**src/rtl/acfg_pkg.sv**
```systemverilog
/*
  Constants of the converter configuration register port: addresses,
  reset values, write masks, command codes and field positions.
  Assumes it is compiled before every other file of the block.
*/
// Contract
// - Read opcode: 001 plus start address
// - Read second byte: 000 plus count minus one
// - Read data driven from sixteenth falling edge
// - Write opcode: 010 plus start address
// - Write second byte: count minus one, then data
// - Any register write restarts conversion
// - Multi-register access walks consecutive addresses
// - Identity field read-only, bits 3:2 zero
// - Offset option field selects offset level
// - Main bit 7 selects sync mode
// - Main bit 6 selects power or resolution
// - Main bits 5:3 select output rate
// - Main bit 2 selects FIR phase
// - Main bits 1:0 select filter chain
// - Input selector bits 6:4, bit 7 zero
// - Input bit 3 enables amplifier chopping
// - Input bits 2:0 select power-of-two gain
// - Highpass corner word, low byte first, 0x0332
// - Offset correction word, three bytes, zero
// - Gain correction word, three bytes, 0x400000
// - Calibration completion overwrites correction words
// - Calibration opcodes are 0x60 and 0x61
package acfg_pkg;

  // ********************************
  // Register map
  // ********************************
  localparam int         REG_COUNT      = 11;
  localparam logic [4:0] ADDR_IDENT     = 5'h00;
  localparam logic [4:0] ADDR_MAIN      = 5'h01;
  localparam logic [4:0] ADDR_INPUT     = 5'h02;
  localparam logic [4:0] ADDR_CORNER_LO = 5'h03;
  localparam logic [4:0] ADDR_CORNER_HI = 5'h04;
  localparam logic [4:0] ADDR_OFS_LO    = 5'h05;
  localparam logic [4:0] ADDR_GAIN_LO   = 5'h08;
  localparam logic [4:0] ADDR_LAST      = 5'h0a;

  // Reset values, index 10 leftmost
  localparam logic [REG_COUNT-1:0][7:0] REG_RESET = {
    8'h40, 8'h00, 8'h00, 8'h00, 8'h00, 8'h00,
    8'h03, 8'h32, 8'h08, 8'h52, 8'h00};

  // Writable bits
  localparam logic [7:0] WMASK_IDENT    = 8'h03;
  localparam logic [7:0] WMASK_INPUT    = 8'h7f;
  localparam logic [7:0] WMASK_FULL     = 8'hff;

  // ********************************
  // Command codes
  // ********************************
  localparam logic [2:0] OP_READ        = 3'h1;
  localparam logic [2:0] OP_WRITE       = 3'h2;
  localparam logic [2:0] OP_COUNT       = 3'h0;
  localparam logic [7:0] OP_OFFSET_CAL  = 8'h60;
  localparam logic [7:0] OP_GAIN_CAL    = 8'h61;
  localparam logic [2:0] BYTE_LAST_BIT  = 3'h7;

  // ********************************
  // Field positions
  // ********************************
  localparam int ID_LSB        = 4;
  localparam int OFS_OPT_LSB   = 0;
  localparam int SYNC_BIT      = 7;
  localparam int MODE_BIT      = 6;
  localparam int RATE_LSB      = 3;
  localparam int PHASE_BIT     = 2;
  localparam int FILTER_LSB    = 0;
  localparam int SELECT_LSB    = 4;
  localparam int AMPLIFIER_CHOPPING_BIT_BIT      = 3;
  localparam int GAIN_LSB      = 0;
  localparam int CORR_BYTES    = 3;

endpackage : acfg_pkg

```
**src/rtl/acfg_link_if.sv**
```systemverilog
/*
  Byte-level carrier between the serial shifter and the command logic.
  Assumes both ends run on core_clk.
*/
interface acfg_link_if;
  logic [7:0] rx_byte;
  logic       rx_valid;
  logic       cs_active;
  logic [7:0] tx_byte;
  logic       tx_load;
  logic       dout;

  modport shifter (output rx_byte, rx_valid, cs_active, dout,
                   input  tx_byte, tx_load);
  modport control (input  rx_byte, rx_valid, cs_active, dout,
                   output tx_byte, tx_load);
endinterface : acfg_link_if

```
**src/rtl/acfg_port.sv**
```systemverilog
/*
  Configuration register port of the converter: decodes register read,
  register write and calibration opcodes from the serial link and holds
  the eleven configuration bytes.
  Assumes the host keeps select low per command, spaces bytes by at
  least 24 master clocks and stops continuous output before reading.
*/
module acfg_port #(
  parameter logic [3:0] ID_VALUE = 4'h0  // Arbitrary identity value
) (
  // Clock, reset, enable
  input  wire logic        core_clk,
  input  wire logic        reset_n,
  input  wire logic        clk_en,
  // Serial command link
  input  wire logic        sclk,
  input  wire logic        din,
  input  wire logic        cs_n,
  output logic             dout,
  // Calibration engine
  output logic             offset_cal_start,
  output logic             gain_cal_start,
  input  wire logic        offset_cal_done,
  input  wire logic        gain_cal_done,
  input  wire logic [23:0] cal_result,
  // Conversion control
  output logic             conversion_restart,
  // Configuration fields
  output logic [1:0]       offset_option,
  output logic             sync_continuous,
  output logic             high_resolution,
  output logic [2:0]       output_rate,
  output logic             min_phase,
  output logic [1:0]       filter_chain,
  output logic [2:0]       input_selector,
  output logic             chopping_enable,
  output logic [2:0]       gain_code,
  output logic [15:0]      highpass_corner,
  output logic [23:0]      offset_correction,
  output logic [23:0]      gain_correction
);

  // ********************************
  // Types
  // ********************************
  typedef enum logic [4:0] {
    ST_OPCODE   = 5'h01,
    ST_RD_COUNT = 5'h02,
    ST_WR_COUNT = 5'h04,
    ST_RD_DATA  = 5'h08,
    ST_WR_DATA  = 5'h10
  } acfg_state_type;

  typedef logic [acfg_pkg::REG_COUNT-1:0][7:0] acfg_bank_type;

  typedef struct packed {
    acfg_state_type state;
    logic [4:0]     addr;
    logic [4:0]     remain;
    acfg_bank_type  regs;
    logic [7:0]     tx_byte;
    logic           tx_load;
    logic           restart;
    logic           ofs_start;
    logic           gain_start;
  } acfg_ctrl_type;

  acfg_ctrl_type r;
  acfg_ctrl_type next_r;

  // ********************************
  // Decoding
  // ********************************
  // Read view of one address
  function automatic logic [7:0] acfg_read_reg(input acfg_bank_type regs,
                                               input logic [4:0]    addr,
                                               input logic [3:0]    id);
    logic [7:0] value;
    value = '0;
    if (addr > acfg_pkg::ADDR_LAST) begin
      value = '0;
    end else if (addr == acfg_pkg::ADDR_IDENT) begin
      value = regs[addr];
      value[7:acfg_pkg::ID_LSB] = id;
    end else begin
      value = regs[addr];
    end
    return value;
  endfunction : acfg_read_reg

  // Bits that a host write may change
  function automatic logic [7:0] acfg_write_mask(input logic [4:0] addr);
    logic [7:0] mask;
    mask = acfg_pkg::WMASK_FULL;
    if (addr == acfg_pkg::ADDR_IDENT) begin
      mask = acfg_pkg::WMASK_IDENT;
    end else if (addr == acfg_pkg::ADDR_INPUT) begin
      mask = acfg_pkg::WMASK_INPUT;
    end
    return mask;
  endfunction : acfg_write_mask

  // ********************************
  // Serial shifter
  // ********************************
  acfg_link_if link ();

  acfg_serial_shift u_shift (
    .core_clk (core_clk),
    .reset_n  (reset_n),
    .clk_en   (clk_en),
    .sclk     (sclk),
    .din      (din),
    .cs_n     (cs_n),
    .link     (link.shifter)
  );

  assign link.tx_byte = r.tx_byte;
  assign link.tx_load = r.tx_load;
  assign dout         = link.dout;

  // ********************************
  // Command sequencer
  // ********************************
  always_comb begin
    logic [7:0] wmask;
    logic [7:0] op;
    logic [4:0] nxt_addr;
    wmask    = acfg_write_mask(r.addr);
    op       = link.rx_byte;
    nxt_addr = r.addr + 5'h01;
    next_r   = r;
    if (clk_en) begin
      next_r.tx_load    = 1'b0;
      next_r.restart    = 1'b0;
      next_r.ofs_start  = 1'b0;
      next_r.gain_start = 1'b0;
      if (!link.cs_active) begin
        // Select high abandons any command in flight
        next_r.state   = ST_OPCODE;
        next_r.tx_byte = '0;
      end else if (link.rx_valid) begin
        unique case (r.state)
          ST_OPCODE: begin
            if (op[7:5] == acfg_pkg::OP_READ) begin
              next_r.addr  = op[4:0];
              next_r.state = ST_RD_COUNT;
            end else if (op[7:5] == acfg_pkg::OP_WRITE) begin
              next_r.addr  = op[4:0];
              next_r.state = ST_WR_COUNT;
            end else if (op == acfg_pkg::OP_OFFSET_CAL) begin
              next_r.ofs_start = 1'b1;
            end else if (op == acfg_pkg::OP_GAIN_CAL) begin
              next_r.gain_start = 1'b1;
            end
          end
          ST_RD_COUNT: begin
            if (op[7:5] == acfg_pkg::OP_COUNT) begin
              next_r.remain  = op[4:0];
              // Loaded at rise 16, driven from fall 16
              next_r.tx_byte = acfg_read_reg(r.regs, r.addr, ID_VALUE);
              next_r.tx_load = 1'b1;
              next_r.state   = ST_RD_DATA;
            end else begin
              next_r.state = ST_OPCODE;
            end
          end
          ST_WR_COUNT: begin
            if (op[7:5] == acfg_pkg::OP_COUNT) begin
              next_r.remain = op[4:0];
              next_r.state  = ST_WR_DATA;
            end else begin
              next_r.state = ST_OPCODE;
            end
          end
          ST_RD_DATA: begin
            next_r.tx_load = 1'b1;
            if (r.remain == '0) begin
              next_r.tx_byte = '0;
              next_r.state   = ST_OPCODE;
            end else begin
              next_r.addr    = nxt_addr;
              next_r.remain  = r.remain - 5'h01;
              next_r.tx_byte = acfg_read_reg(r.regs, nxt_addr, ID_VALUE);
            end
          end
          ST_WR_DATA: begin
            if (r.addr <= acfg_pkg::ADDR_LAST) begin
              // Undefined codes are stored as written
              next_r.regs[r.addr] = (r.regs[r.addr] & ~wmask) | (op & wmask);
            end
            next_r.restart = 1'b1;
            if (r.remain == '0) begin
              next_r.state = ST_OPCODE;
            end else begin
              next_r.addr   = nxt_addr;
              next_r.remain = r.remain - 5'h01;
            end
          end
        endcase
      end
      // Calibration results take precedence over a host write
      for (int i = 0; i < acfg_pkg::CORR_BYTES; i++) begin
        if (offset_cal_done) begin
          next_r.regs[int'(acfg_pkg::ADDR_OFS_LO) + i] = cal_result[8*i +: 8];
        end
        if (gain_cal_done) begin
          next_r.regs[int'(acfg_pkg::ADDR_GAIN_LO) + i] = cal_result[8*i +: 8];
        end
      end
    end
  end

  always_ff @(posedge core_clk or negedge reset_n) begin
    if (!reset_n) begin
      r.state      <= ST_OPCODE;
      r.addr       <= '0;
      r.remain     <= '0;
      r.regs       <= acfg_pkg::REG_RESET;
      r.tx_byte    <= '0;
      r.tx_load    <= 1'b0;
      r.restart    <= 1'b0;
      r.ofs_start  <= 1'b0;
      r.gain_start <= 1'b0;
    end else begin
      r <= next_r;
    end
  end

  // ********************************
  // Outputs
  // ********************************
  // Conversion path drops 63 results on this pulse
  assign conversion_restart = r.restart;
  assign offset_cal_start   = r.ofs_start;
  assign gain_cal_start     = r.gain_start;

  assign offset_option   = r.regs[acfg_pkg::ADDR_IDENT][acfg_pkg::OFS_OPT_LSB +: 2];
  assign sync_continuous = r.regs[acfg_pkg::ADDR_MAIN][acfg_pkg::SYNC_BIT];
  assign high_resolution = r.regs[acfg_pkg::ADDR_MAIN][acfg_pkg::MODE_BIT];
  assign output_rate     = r.regs[acfg_pkg::ADDR_MAIN][acfg_pkg::RATE_LSB +: 3];
  assign min_phase       = r.regs[acfg_pkg::ADDR_MAIN][acfg_pkg::PHASE_BIT];
  assign filter_chain    = r.regs[acfg_pkg::ADDR_MAIN][acfg_pkg::FILTER_LSB +: 2];
  assign input_selector  = r.regs[acfg_pkg::ADDR_INPUT][acfg_pkg::SELECT_LSB +: 3];
  assign chopping_enable = r.regs[acfg_pkg::ADDR_INPUT][acfg_pkg::AMPLIFIER_CHOPPING_BIT_BIT];
  assign gain_code       = r.regs[acfg_pkg::ADDR_INPUT][acfg_pkg::GAIN_LSB +: 3];

  assign highpass_corner = {r.regs[acfg_pkg::ADDR_CORNER_HI],
                            r.regs[acfg_pkg::ADDR_CORNER_LO]};

  // Three-byte words, low byte at the lowest address
  generate
    for (genvar g = 0; g < acfg_pkg::CORR_BYTES; g++) begin : g_corr
      assign offset_correction[8*g +: 8] =
        r.regs[int'(acfg_pkg::ADDR_OFS_LO) + g];
      assign gain_correction[8*g +: 8] =
        r.regs[int'(acfg_pkg::ADDR_GAIN_LO) + g];
    end
  endgenerate

endmodule : acfg_port

```
**src/rtl/acfg_serial_shift.sv**
```systemverilog
/*
  Serial shifter: synchronises the link pins, assembles received bytes
  on rising serial clock edges and shifts reply bytes out on falling
  edges. Assumes the serial clock is far slower than core_clk.
*/
module acfg_serial_shift (
  // Clock and reset
  input  wire logic core_clk,
  input  wire logic reset_n,
  input  wire logic clk_en,
  // Serial pins
  input  wire logic sclk,
  input  wire logic din,
  input  wire logic cs_n,
  // Byte side
  acfg_link_if.shifter link
);

  typedef struct packed {
    logic       sclk_meta;
    logic       sclk_sync;
    logic       sclk_prev;
    logic       din_meta;
    logic       din_sync;
    logic       cs_meta;
    logic       cs_sync;
    logic [2:0] bit_cnt;
    logic [7:0] rx_sh;
    logic [7:0] rx_byte;
    logic       rx_valid;
    logic [7:0] tx_buf;
    logic       tx_fresh;
    logic [7:0] tx_sh;
    logic       dout;
  } acfg_shift_type;

  acfg_shift_type r;
  acfg_shift_type next_r;
  logic           rise;
  logic           fall;

  assign rise = r.sclk_sync & ~r.sclk_prev;
  assign fall = ~r.sclk_sync & r.sclk_prev;

  always_comb begin
    next_r = r;
    if (clk_en) begin
      next_r.rx_valid  = 1'b0;
      next_r.sclk_meta = sclk;
      next_r.sclk_sync = r.sclk_meta;
      next_r.sclk_prev = r.sclk_sync;
      next_r.din_meta  = din;
      next_r.din_sync  = r.din_meta;
      next_r.cs_meta   = cs_n;
      next_r.cs_sync   = r.cs_meta;
      if (r.cs_sync) begin
        next_r.bit_cnt  = '0;
        next_r.dout     = 1'b0;
        next_r.tx_fresh = 1'b0;
        next_r.tx_sh    = '0;
      end else begin
        if (rise) begin
          next_r.rx_sh   = {r.rx_sh[6:0], r.din_sync};
          next_r.bit_cnt = r.bit_cnt + 3'h1;
          if (r.bit_cnt == acfg_pkg::BYTE_LAST_BIT) begin
            next_r.rx_byte  = {r.rx_sh[6:0], r.din_sync};
            next_r.rx_valid = 1'b1;
          end
        end
        // Freshly loaded byte goes out MSB first on the next fall
        if (fall) begin
          if (r.tx_fresh) begin
            next_r.dout     = r.tx_buf[7];
            next_r.tx_sh    = {r.tx_buf[6:0], 1'b0};
            next_r.tx_fresh = 1'b0;
          end else begin
            next_r.dout  = r.tx_sh[7];
            next_r.tx_sh = {r.tx_sh[6:0], 1'b0};
          end
        end
        // Load after the shift so a new byte is never lost
        if (link.tx_load) begin
          next_r.tx_buf   = link.tx_byte;
          next_r.tx_fresh = 1'b1;
        end
      end
    end
  end

  always_ff @(posedge core_clk or negedge reset_n) begin
    if (!reset_n) begin
      r         <= '0;
      r.cs_meta <= 1'b1;
      r.cs_sync <= 1'b1;
    end else begin
      r <= next_r;
    end
  end

  assign link.rx_byte   = r.rx_byte;
  assign link.rx_valid  = r.rx_valid;
  assign link.cs_active = ~r.cs_sync;
  assign link.dout      = r.dout;

endmodule : acfg_serial_shift
```
**config.mk**
```make
export PLATFORM = sky130hd
export DESIGN_NAME = acfg_port
export DESIGN_NICKNAME = d
export VERILOG_FILES = /design/src/rtl/acfg_pkg.sv /design/src/rtl/acfg_link_if.sv /design/src/rtl/acfg_port.sv /design/src/rtl/acfg_serial_shift.sv
export SDC_FILE = /design/constraint.sdc
export NUM_CORES = 1
export LEC_CHECK = 0
export ABC_AREA = 1
export BUFFER_PORTS_ARGS = -buffer_cell sky130_fd_sc_hd__buf_2
export CAP_MARGIN = 30
export CORE_AREA = 2 2 135 137
export DETAILED_ROUTE_END_ITERATION = 10
export DIE_AREA = 0 0 137 139
export HOLD_SLACK_MARGIN = 0.1
export MAX_ROUTING_LAYER = met4
export PLACE_DENSITY_LB_ADDON = 0.08
export RECOVER_POWER = 100
export SETUP_SLACK_MARGIN = 0.3
export SLEW_MARGIN = 20
export SYNTH_ARGS = -nofsm -noshare
export SYNTH_HDL_FRONTEND = slang
export SYNTH_SLANG_ARGS = --single-unit
```
**constraint.sdc**
```tcl
create_clock -name core_clk -period 3.1 [get_ports core_clk]
set_input_delay 0.465 -clock core_clk [delete_from_list [all_inputs] [get_ports core_clk]]
set_output_delay 0.465 -clock core_clk [all_outputs]
set_load 0.02 [all_outputs]
```
==> impl_metrics.env, run 1 <==
export IMPL_gp_congestion=1.03
export IMPL_cap_violations=1
export IMPL_drtIter0Drc=1276
export IMPL_final_common_cell="nand2_1"
export IMPL_syn_area_per_cell_um2=6.86
export IMPL_p_sw_mw=1.73
export IMPL_nets=1581
export IMPL_slew_headroom=-0.460
export IMPL_ir_drop_mv=0.390
export IMPL_die_h_um=139
export IMPL_clkTransAtPathRegs_ns=0.07
export IMPL_n_antenna_cell=0
export IMPL_ys_seq_area_frac=0.382
export IMPL_final_cell_mix="496 x nand2_1, 184 x inv_1, 158 x nand3_1, 144 x dfrtp_1, 116 x o21ai_0"
export IMPL_core_area_um2=17700
export IMPL_via_count=10100
export IMPL_r2r_cells=8
export IMPL_rsz0062_at_grt="false"
export IMPL_hold_class="in2reg"
export IMPL_p_int_mw=3.57
export IMPL_tns_ns=0
export IMPL_post_cts_resized=0
export IMPL_critPathKind="reg2reg"
export IMPL_syn_nets=1554
export IMPL_hp_start="cs_n"
export IMPL_timing_hold_ws_ns=0.219
export IMPL_netlist_cell_type_count=43
export IMPL_cp_start_kind="flip-flop"
export IMPL_cp_max_fo=17
export IMPL_synthCells=1515
export IMPL_cts_tree="yes"
export IMPL_place_worst_setup_slack_ns=0.669
export IMPL_rows=49
export IMPL_grt_start_max_net_pins=159
export IMPL_multiInputGateArea_um2=4770
export IMPL_r2r_end="offset_correction[18]"
export IMPL_synth_seq_cells=158
export IMPL_n_fill_cell=1721
export IMPL_die_w_um=137
export IMPL_area_growth_pct=5.72
export IMPL_total_power_mw=5.30
export IMPL_drc=0
export IMPL_regArea_um2=3970
export IMPL_finalClockSkew_ns=0.00814
export IMPL_h_tree_depth=4
export IMPL_die_area_um2=19000
export IMPL_max_freq_mhz=368
export IMPL_power_share_switching=0.326
export IMPL_insertion_delay_ns=0.44
export IMPL_worstPathArrival_ns=3.07
export IMPL_fin_crit_ns=2.72
export IMPL_period_share=0.876
export IMPL_endpoint_kind="flip-flop"
export IMPL_clkSinkCount=158
export IMPL_r2r_start="u_shift.r[38]"
export IMPL_fin_util=0.622
export IMPL_reg2reg_slack_ns=0.38
export IMPL_ant_nets=0
export IMPL_drt_wl_total_um=33400
export IMPL_first_pass_iters=6
export IMPL_wl_per_cell_um=18.7
export IMPL_grt_ovfl_total=0
export IMPL_tritoncts_num_buffers=17
export IMPL_clockRootBuffer="clkbuf_16"
export IMPL_io_buffer_count=116
export IMPL_p_clk_frac=0.401
export IMPL_antenna_found_initial=0
export IMPL_vias_per_cell=5.65
export IMPL_ys_warnings_count=0
export IMPL_violations="max-capacitance violations, max-slew violations"
export IMPL_hold_path_end="u_shift.r[39]"
export IMPL_grt_pass1_wl_um=51400
export IMPL_comb_power_share=0.155
export IMPL_leakage_nw=5.74
export IMPL_p_per_area_nw_per_um2=483
export IMPL_status="complete, but fails checks"
export IMPL_hold_viol=0
export IMPL_drv_slew=159
export IMPL_postLayoutSetupSlackWorst_ns=0.383
export IMPL_setup_viol=0
export IMPL_cts_setup_buffers=0
export IMPL_track_usage=0.365
export IMPL_first_global_vias=9207
export IMPL_drive_gt1_frac=0.0881
export IMPL_dp_hpwl_um=24700
export IMPL_synthesis_area_um2=10400
export IMPL_crit_required_ns=3.45
export IMPL_power_frac_seq=0.444
export IMPL_whs_path_depth=3
export IMPL_ios=117
export IMPL_crit_path_start="u_shift.r[38]"
export IMPL_start_util=0.589
export IMPL_clockBufferDepth=2
export IMPL_cts_hold_buf=0
export IMPL_tightest_slew_ns=2.19
## worst max path at each step
stage	endpoint	slack, ns
after floorplan	link.tx_byte[1]	0.91
after global placement	gain_correction[14]	0.70
after detailed placement	gain_correction[14]	0.67
after CTS	gain_correction[14]	0.63
after global routing	r[105]	0.23
final	offset_correction[18]	0.38
## flip-flops by register name (all words and copies together) (netlist names)
register	flops
gain_cal_start	1
offset_option	2
conversion_restart	1
sync_continuous	1
highpass_corner	16
chopping_enable	1
link.tx_byte	8
min_phase	1
u_shift.link.rx_byte	8
r	22
filter_chain	2
offset_cal_start	1
u_shift.link.dout	1
high_resolution	1
u_shift.link.rx_valid	1
input_selector	3
output_rate	3
link.tx_load	1
gain_correction	24
u_shift.r	33
offset_correction	24
gain_code	3
## layer usage
metal	global-route usage	routed length, um
met2	0.550	15500
met5	-	0
met4	0.128	1160
met3	0.0534	2320
met1	0.503	14500
## metrics by stage
| stage | cell area [um2] | std cells |
|---|---|---|
| finish | 11000 | 1784 |
| global route | 11000 | 1784 |
| CTS | 11200 | 1783 |
| detailed placement | 10600 | 1751 |
| global placement | 10600 | 1751 |
| floorplan | 10400 | 1515 |
## cell type report
type | instances | share of cell area
multi-input cells | 1029 | 0.434
flip-flops and latches | 158 | 0.361
inverters | 197 | 0.0678
repair buffers | 139 | 0.0583
clock buffers | 18 | 0.0391
well taps | 229 | 0.0261
clock inverters | 14 | 0.0136
## cell usage after synthesis (all sizes together)
library cell  count  share of area
dfrtp           145           0.35
a21oi            47          0.023
clkinv            3         0.0013
nand3           164          0.084
o31ai             7         0.0051
o21a              1        0.00072
xnor2             1        0.00084
clkbuf           21         0.0076
nand2           501           0.19
nor4              1        0.00060
dfstp            13          0.033
o21ai           126          0.061
ha                7         0.0084
o22ai            10         0.0060
buf             110          0.076
nand4            27          0.020
a22o              2         0.0017
mux2              8         0.0087
nor2            109          0.043
inv             194          0.070
nor3              6         0.0039
xor2              2         0.0017
nand3b            2         0.0026
o211ai            8         0.0058
## power by group through the flow
stage               Clock [mW]  Sequential, mW  Combinational, mW
floorplan                    0            2.33              0.654
global placement             0            2.38              0.828
detailed placement           0            2.38              0.838
CTS                       2.13            2.35              0.844
global route              2.22            2.37              0.914
finish                    2.13            2.35              0.822
## critical path, cell delays in order, from the launching register on
cell	delay, ns
dfstp_2	0.61
clkinvlp_2	0.52
nand2_1	0.38
nor2_4	0.16
nand3_1	0.15
nand2_1	0.21
nand2_1	0.32
nor2_1	0.10
a21oi_1	0.17
## logic make-up (layout without fill, tap and decap cells)
| logic type | Yosys count | after routing | synth area share |
|---|---|---|---|
| flip-flops | 158 | 158 | 0.382 |
| adder cells (fa/ha/maj) | 7 | 7 | 0.00843 |
| AO/OA/AOI/OAI | 201 | 201 | 0.103 |
| buffers and inverters | 328 | 368 | 0.156 |
| AND/OR/NAND/NOR | 810 | 810 | 0.339 |
| multiplexers | 8 | 8 | 0.00867 |
| XOR/XNOR | 3 | 3 | 0.00253 |
Note: power is estimated with default switching activity, not from simulation.
==> inputs of run 2 (changes only) <==
--- a/config.mk
+++ b/config.mk
@@ -8,9 +8,10 @@
 export ABC_AREA = 1
 export BUFFER_PORTS_ARGS = -buffer_cell sky130_fd_sc_hd__buf_2
 export CAP_MARGIN = 30
-export CORE_AREA = 2 2 135 137
+export CORE_AREA = 2 2 137 139
 export DETAILED_ROUTE_END_ITERATION = 10
-export DIE_AREA = 0 0 137 139
+export DIE_AREA = 0 0 139 141
+export GPL_ROUTABILITY_DRIVEN = 0
 export HOLD_SLACK_MARGIN = 0.1
 export MAX_ROUTING_LAYER = met4
 export PLACE_DENSITY_LB_ADDON = 0.08
@@ -19,4 +20,5 @@
 export SLEW_MARGIN = 20
 export SYNTH_ARGS = -nofsm -noshare
 export SYNTH_HDL_FRONTEND = slang
+export SYNTH_HIERARCHICAL = 1
 export SYNTH_SLANG_ARGS = --single-unit
==> impl_metrics.env, run 2 <==
export IMPL_drt_wl_total_um=33400
export IMPL_die_h_um=141
export IMPL_max_freq_mhz=371
export IMPL_crit_required_ns=3.40
export IMPL_dp_hpwl_um=24700
export IMPL_first_global_vias=9658
export IMPL_post_cts_resized=0
export IMPL_violations="max-capacitance violations, max-slew violations"
export IMPL_finalClockSkew_ns=0.00793
export IMPL_max_stage_delay_ns=0.57
export IMPL_ys_warnings_count=6
export IMPL_synthArstFlopShare=1.00
export IMPL_r2r_end="gain_correction[9]"
export IMPL_insertion_delay_ns=0.43
export IMPL_start_util=0.582
export IMPL_fin_util=0.609
export IMPL_leakage_nw=5.64
export IMPL_drive_gt1_frac=0.0884
export IMPL_n_fill_cell=1849
export IMPL_core_area_um2=18300
export IMPL_regMostFlops="u_shift/r"
export IMPL_tritoncts_num_buffers=17
export IMPL_setup_viol=0
export IMPL_track_usage=0.351
export IMPL_tightest_slew_ns=1.76
export IMPL_status="complete, but fails checks"
export IMPL_crit_slowest_cell="dfrtp_1"
export IMPL_dpl_cell_count=1785
export IMPL_via_count=10400
export IMPL_hold_path_end="u_shift/r[39]"
export IMPL_fin_crit_ns=2.69
export IMPL_hp_start="cs_n"
export IMPL_synth_seq_cells=158
export IMPL_drv_slew=68
export IMPL_die_w_um=139
export IMPL_cp_max_fo=27
export IMPL_first_pass_iters=7
export IMPL_netlist_cell_type_count=43
export IMPL_clockRootBuffer="clkbuf_16"
export IMPL_worstPathArrival_ns=2.99
export IMPL_clkTransAtPathRegs_ns=0.07
export IMPL_vias_per_cell=5.74
export IMPL_synth_edf_count=0
export IMPL_postPlaceCellArea_um2=10700
export IMPL_io_buffer_count=116
export IMPL_regArea_um2=3970
export IMPL_stdcell_count=1818
export IMPL_whs_path_depth=3
export IMPL_crit_top_cell="nand2_1"
export IMPL_slew_headroom=-0.171
export IMPL_r2r_cells=12
export IMPL_ys_top_cells_by_count="588 x nand2_1, 155 x nand3_1, 145 x dfrtp_1"
export IMPL_grt_ovfl_total=0
export IMPL_cts_setup_buffers=0
export IMPL_final_cell_mix="595 x nand2_1, 155 x nand3_1, 144 x dfrtp_1, 126 x inv_1, 99 x nor2_1"
export IMPL_antenna_found_initial=0
export IMPL_hold_class="in2reg"
export IMPL_largest_reg_flops=33
export IMPL_critical_path_top_delay_family="buffers and inverters"
export IMPL_ys_seq_area_frac=0.373
export IMPL_tns_ns=0
export IMPL_drtIter0Drc=1129
export IMPL_clkSinkCount=158
export IMPL_h_tree_depth=4
export IMPL_p_per_area_nw_per_um2=469
export IMPL_final_area_um2=11100
export IMPL_cts_hold_buf=1
export IMPL_endpoint_kind="flip-flop"
export IMPL_rows=50
export IMPL_grt_pass1_wl_um=52200
export IMPL_ant_nets=0
export IMPL_reg2reg_slack_ns=0.41
export IMPL_cap_violations=1
export IMPL_synth_area_leaders="dfrtp_1 34%, nand2_1 21%, nand3_1 7.3%, buf_4 6.4%, inv_1 4.3%"
export IMPL_nets=1611
export IMPL_cts_tree="yes"
export IMPL_hold_viol=0
export IMPL_multiInputGateArea_um2=5100
export IMPL_r2r_start="r[106]"
export IMPL_ir_drop_mv=0.418
export IMPL_syn_nets=1603
export IMPL_synthesis_area_um2=10600
export IMPL_worst_path_buf_inv=5
export IMPL_clockBufferDepth=2
export IMPL_synthCells=1563
export IMPL_cp_start_kind="flip-flop"
export IMPL_die_area_um2=19600
export IMPL_grt_start_max_net_pins=72
export IMPL_yosysTopAreaCell="dfrtp_1"
export IMPL_ios=117
export IMPL_synthMostInstantiatedCell="nand2_1"
export IMPL_area_growth_pct=4.55
export IMPL_drc=0
export IMPL_wl_per_cell_um=18.3
export IMPL_rsz0062_at_grt="false"
export IMPL_path_cells="inv_4 > clkbuf_2 > ha_1 > nand2_1 > inv_1 > nand2_1 > inv_1 > nand2_4 > nand2_1 > inv_1 > nand2_1 > o21ai_1"
export IMPL_critPathKind="reg2reg"
export IMPL_period_share=0.869
export IMPL_n_antenna_cell=0
export IMPL_final_common_cell="nand2_1"
export IMPL_ys_flop_type="dfrtp_1"
export IMPL_synth_top_area_frac=0.341
export IMPL_syn_area_per_cell_um2=6.81
[run 2: cell count changes after synthesis, moves of 8 or more]
cell	delta
a21boi_0	+25
buf_2	+10
buf_4	+11
inv_1	-60
mux2_2	-8
nand2_1	+99
o21ai_0	-30
o21ai_1	+16
o22ai_1	-10
[run 2: area by class of cell]
cell class,count,share of cell area
Tap cell,234,0.0263
Clock buffer,21,0.0414
Timing Repair Buffer,132,0.0542
Inverter,140,0.0484
Clock inverter,11,0.0142
Multi-Input combinational cell,1122,0.458
Sequential cell,158,0.357
[run 2: power breakdown]
group / total, mW / internal, mW / switching, mW
Sequential: 2.37 / 2.20 / 0.173
Combinational: 0.612 / 0.178 / 0.434
Clock: 2.23 / 1.32 / 0.905
[run 2: worst max-delay path by stage]
stage / from / to / cells past startpoint
detailed placement: r[105] / link.tx_byte[0] / 11
global route: r[106] / offset_correction[8] / 13
floorplan: r[105] / link.tx_byte[5] / 15
global placement: r[105] / link.tx_byte[0] / 11
finish: r[106] / gain_correction[9] / 12
CTS: r[105] / link.tx_byte[0] / 11
[run 2: per-stage QoR]
| stage | setup slack [ns] | hold WS [ns] | total power, mW |
|---|---|---|---|
| final | 0.407 | 0.235 | 5.21 |
| after global routing | 0.242 | 0.232 | 5.41 |
| after CTS | 0.704 | 0.229 | 5.25 |
| after detailed placement | 0.742 | 0.466 | 3.03 |
| after global placement | 0.779 | 0.453 | 3.02 |
| after floorplan | 0.794 | 0.169 | 2.84 |
[run 2: tightest hold or removal path: cells and delay by family]
kind | cells | cell delay, ns
buffers and inverters | 1 | 0.10
and+or+nand+nor | 2 | 0.10
[run 2: layer usage]
metal,vias up,part of all wire,GRT usage
met5,-,0,-
met4,0,0.046,0.160
met3,106,0.085,0.0628
met2,520,0.46,0.541
met1,4892,0.41,0.454
li1,4912,-,-
[run 2: kinds of logic (layout without fill, tap and decap cells)]
| logic type | count (synthesis) | after routing | share of synthesized area |
|---|---|---|---|
| and+or+nand+nor | 915 | 915 | 0.373 |
| buffers and inverters | 283 | 304 | 0.141 |
| AOI/OAI and AO/OA | 197 | 197 | 0.102 |
| DFF | 158 | 158 | 0.373 |
| adders and majority gates | 8 | 8 | 0.00941 |
| xor gates and xnor gates | 2 | 2 | 0.00165 |
==> inputs of run 3 (changes only) <==
--- a/config.mk
+++ b/config.mk
@@ -5,12 +5,11 @@
 export SDC_FILE = /design/constraint.sdc
 export NUM_CORES = 1
 export LEC_CHECK = 0
-export ABC_AREA = 1
 export BUFFER_PORTS_ARGS = -buffer_cell sky130_fd_sc_hd__buf_2
 export CAP_MARGIN = 30
-export CORE_AREA = 2 2 137 139
+export CORE_AREA = 2 2 133 135
 export DETAILED_ROUTE_END_ITERATION = 10
-export DIE_AREA = 0 0 139 141
+export DIE_AREA = 0 0 135 137
 export GPL_ROUTABILITY_DRIVEN = 0
 export HOLD_SLACK_MARGIN = 0.1
 export MAX_ROUTING_LAYER = met4
==> impl_metrics.env, run 3 <==
export IMPL_status="complete, but fails checks"
export IMPL_violations="max-capacitance violations, max-slew violations"
export IMPL_die_h_um=137
export IMPL_via_count=7658
export IMPL_cp_max_fo=12
export IMPL_ys_top_cells_by_count="145 x dfrtp_1, 90 x nand2_1, 87 x buf_4"
export IMPL_ir_drop_mv=0.370
export IMPL_h_tree_depth=4
export IMPL_synthMostInstantiatedCell="dfrtp_1"
export IMPL_tritoncts_num_buffers=17
export IMPL_tightest_slew_ns=1.51
export IMPL_wl_per_cell_um=22.9
export IMPL_core_area_um2=17100
export IMPL_met2_length_um=12400
export IMPL_cp_start_kind="flip-flop"
export IMPL_ant_nets=0
export IMPL_netlist_cell_type_count=79
export IMPL_regMostFlops="u_shift/r"
export IMPL_top_layer="met4"
export IMPL_synth_seq_cells=158
export IMPL_crit_path_start="r[113]"
export IMPL_r2r_end="gain_code[1]"
export IMPL_drt_met1_wl_um=11800
export IMPL_synth_area_leaders="dfrtp_1 37%, mux2_2 8.1%, buf_4 6.6%, mux4_2 6.2%, mux2i_1 4.3%"
export IMPL_critical_path_top_delay_family="simple AND/OR/NAND/NOR gates"
export IMPL_dp_hpwl_um=19900
export IMPL_ys_flop_type="dfrtp_1"
export IMPL_first_global_vias=7376
export IMPL_cts_tree="yes"
export IMPL_path_cells="or4b_1 > or4b_4 > nor2_4 > nand3_1 > mux2_2"
export IMPL_endpoint_kind="flip-flop"
export IMPL_stdcell_count=1201
export IMPL_final_cell_mix="143 x dfrtp_1, 90 x nand2_1, 88 x clkbuf_1, 69 x mux2_2, 52 x nor2_1"
export IMPL_nets=1003
export IMPL_r2r_cells=5
export IMPL_drtIter0Drc=641
export IMPL_ys_seq_area_frac=0.402
export IMPL_synth_edf_count=0
export IMPL_clockRootBuffer="clkbuf_16"
export IMPL_met3WireLength_um=2440
export IMPL_grt_pass1_wl_um=42400
export IMPL_dpl_cell_count=1168
export IMPL_max_freq_mhz=354
export IMPL_ios=117
export IMPL_hold_viol=0
export IMPL_die_w_um=135
export IMPL_drv_slew=59
export IMPL_critPathKind="reg2reg"
export IMPL_track_usage=0.313
export IMPL_crit_required_ns=3.41
export IMPL_drc=0
export IMPL_syn_nets=984
export IMPL_rows=48
export IMPL_p_per_area_nw_per_um2=522
export IMPL_ys_warnings_count=6
export IMPL_antenna_found_initial=0
export IMPL_clkSinkCount=158
export IMPL_die_area_um2=18500
export IMPL_rsz0062_at_grt="false"
export IMPL_crit_path_end="gain_code[1]"
export IMPL_synth_top_area_frac=0.368
export IMPL_cp_depth=5
export IMPL_leakage_nw=4.39
export IMPL_n_antenna_cell=0
export IMPL_synthCells=944
export IMPL_drt_wl_total_um=27500
export IMPL_finalClockSkew_ns=0.00970
export IMPL_largest_reg_flops=33
export IMPL_area_growth_pct=6.15
export IMPL_cts_setup_buffers=0
export IMPL_cap_violations=1
export IMPL_synthArstFlopShare=1.00
export IMPL_io_buffer_count=116
export IMPL_crit_slowest_cell="or4b_4"
export IMPL_yosysTopAreaCell="dfrtp_1"
export IMPL_start_util=0.579
export IMPL_reg2reg_slack_ns=0.27
export IMPL_insertion_delay_ns=0.43
export IMPL_worst_path_buf_inv=0
export IMPL_clockBufferDepth=2
export IMPL_final_common_cell="dfrtp_1"
export IMPL_clkTransAtPathRegs_ns=0.07
export IMPL_syn_area_per_cell_um2=10.5
export IMPL_r2r_start="r[113]"
export IMPL_fin_crit_ns=2.83
export IMPL_max_stage_delay_ns=0.60
export IMPL_first_pass_iters=5
export IMPL_drive_gt1_frac=0.233
export IMPL_vias_per_cell=6.38
export IMPL_period_share=0.912
export IMPL_worstPathArrival_ns=3.13
export IMPL_grt_start_max_net_pins=62
export IMPL_tns_ns=0
export IMPL_slew_headroom=-0.00737
export IMPL_synthesis_area_um2=9870
export IMPL_hold_class="in2reg"
export IMPL_grt_ovfl_total=0
export IMPL_setup_viol=0
run 3: cell types whose count changed in the layout (fill, tap and decap cells not counted), moves of 35 or more:
cell,delta
nand2_1,-505
nand3_1,-137
inv_1,-106
mux2_2,+69
o21ai_0,-53
nor2_1,-47
mux2i_1,+42
a22oi_1,+35
run 3: cell type report:
class                           count  area (um2)
Fill cell                        1495        6580
Multi-Input combinational cell    617        4820
Sequential cell                   158        3970
Timing Repair Buffer              148         709
Clock buffer                       18         439
Tap cell                          225         282
Clock inverter                     14         179
Inverter                           21        78.8
run 3: worst min path at each step:
stage | from | to | slack [ns] | depth (start not counted)
final | din | u_shift/r[41] | 0.27 | 2
after global routing | din | u_shift/r[41] | 0.26 | 2
after CTS | din | u_shift/r[41] | 0.26 | 2
after detailed placement | offset_cal_start | offset_cal_start | 0.47 | 2
after global placement | reset_n | u_shift/r[37] | 0.47 | 1
after floorplan | reset_n | conversion_restart | 0.17 | 0
run 3: layer usage:
layer  vias to the layer above  GRT usage
met5                         -          -
met4                         0      0.130
met3                        55     0.0715
met2                       364      0.453
met1                      3813      0.429
li1                       3426          -
run 3: power breakdown:
group / total, mW / switching (mW) / internal, mW
combinational: 0.769 / 0.457 / 0.313
clock: 2.21 / 0.901 / 1.31
sequential: 2.49 / 0.242 / 2.25
run 3: kinds of logic after synthesis:
| kind of cell | after synthesis | share of synthesized area |
|---|---|---|
| AOI/OAI and AO/OA | 201 | 0.144 |
| xor gates and xnor gates | 9 | 0.00799 |
| adders and majority gates | 8 | 0.0101 |
| buffers and inverters | 169 | 0.102 |
| DFF | 158 | 0.402 |
| muxes | 155 | 0.205 |
| and+or+nand+nor | 244 | 0.128 |
run 3: metrics by stage:
step,setup slack (ns),power (mW),hold WS (ns),area [um2],util
final,0.272,5.47,0.268,10500,0.614
after global placement,0.481,3.28,0.467,10100,0.590
after detailed placement,0.433,3.32,0.470,10100,0.590
after global routing,0.167,5.70,0.263,10500,0.614
after floorplan,0.299,3.10,0.169,9890,-
after CTS,0.410,5.53,0.259,10700,0.627
run 3: timing repair:
action,in CTS,in global routing
hold endpoints to repair,47,0
endpoints found under the setup margin,0,3
hold buffers,1,0
resized for setup,0,1
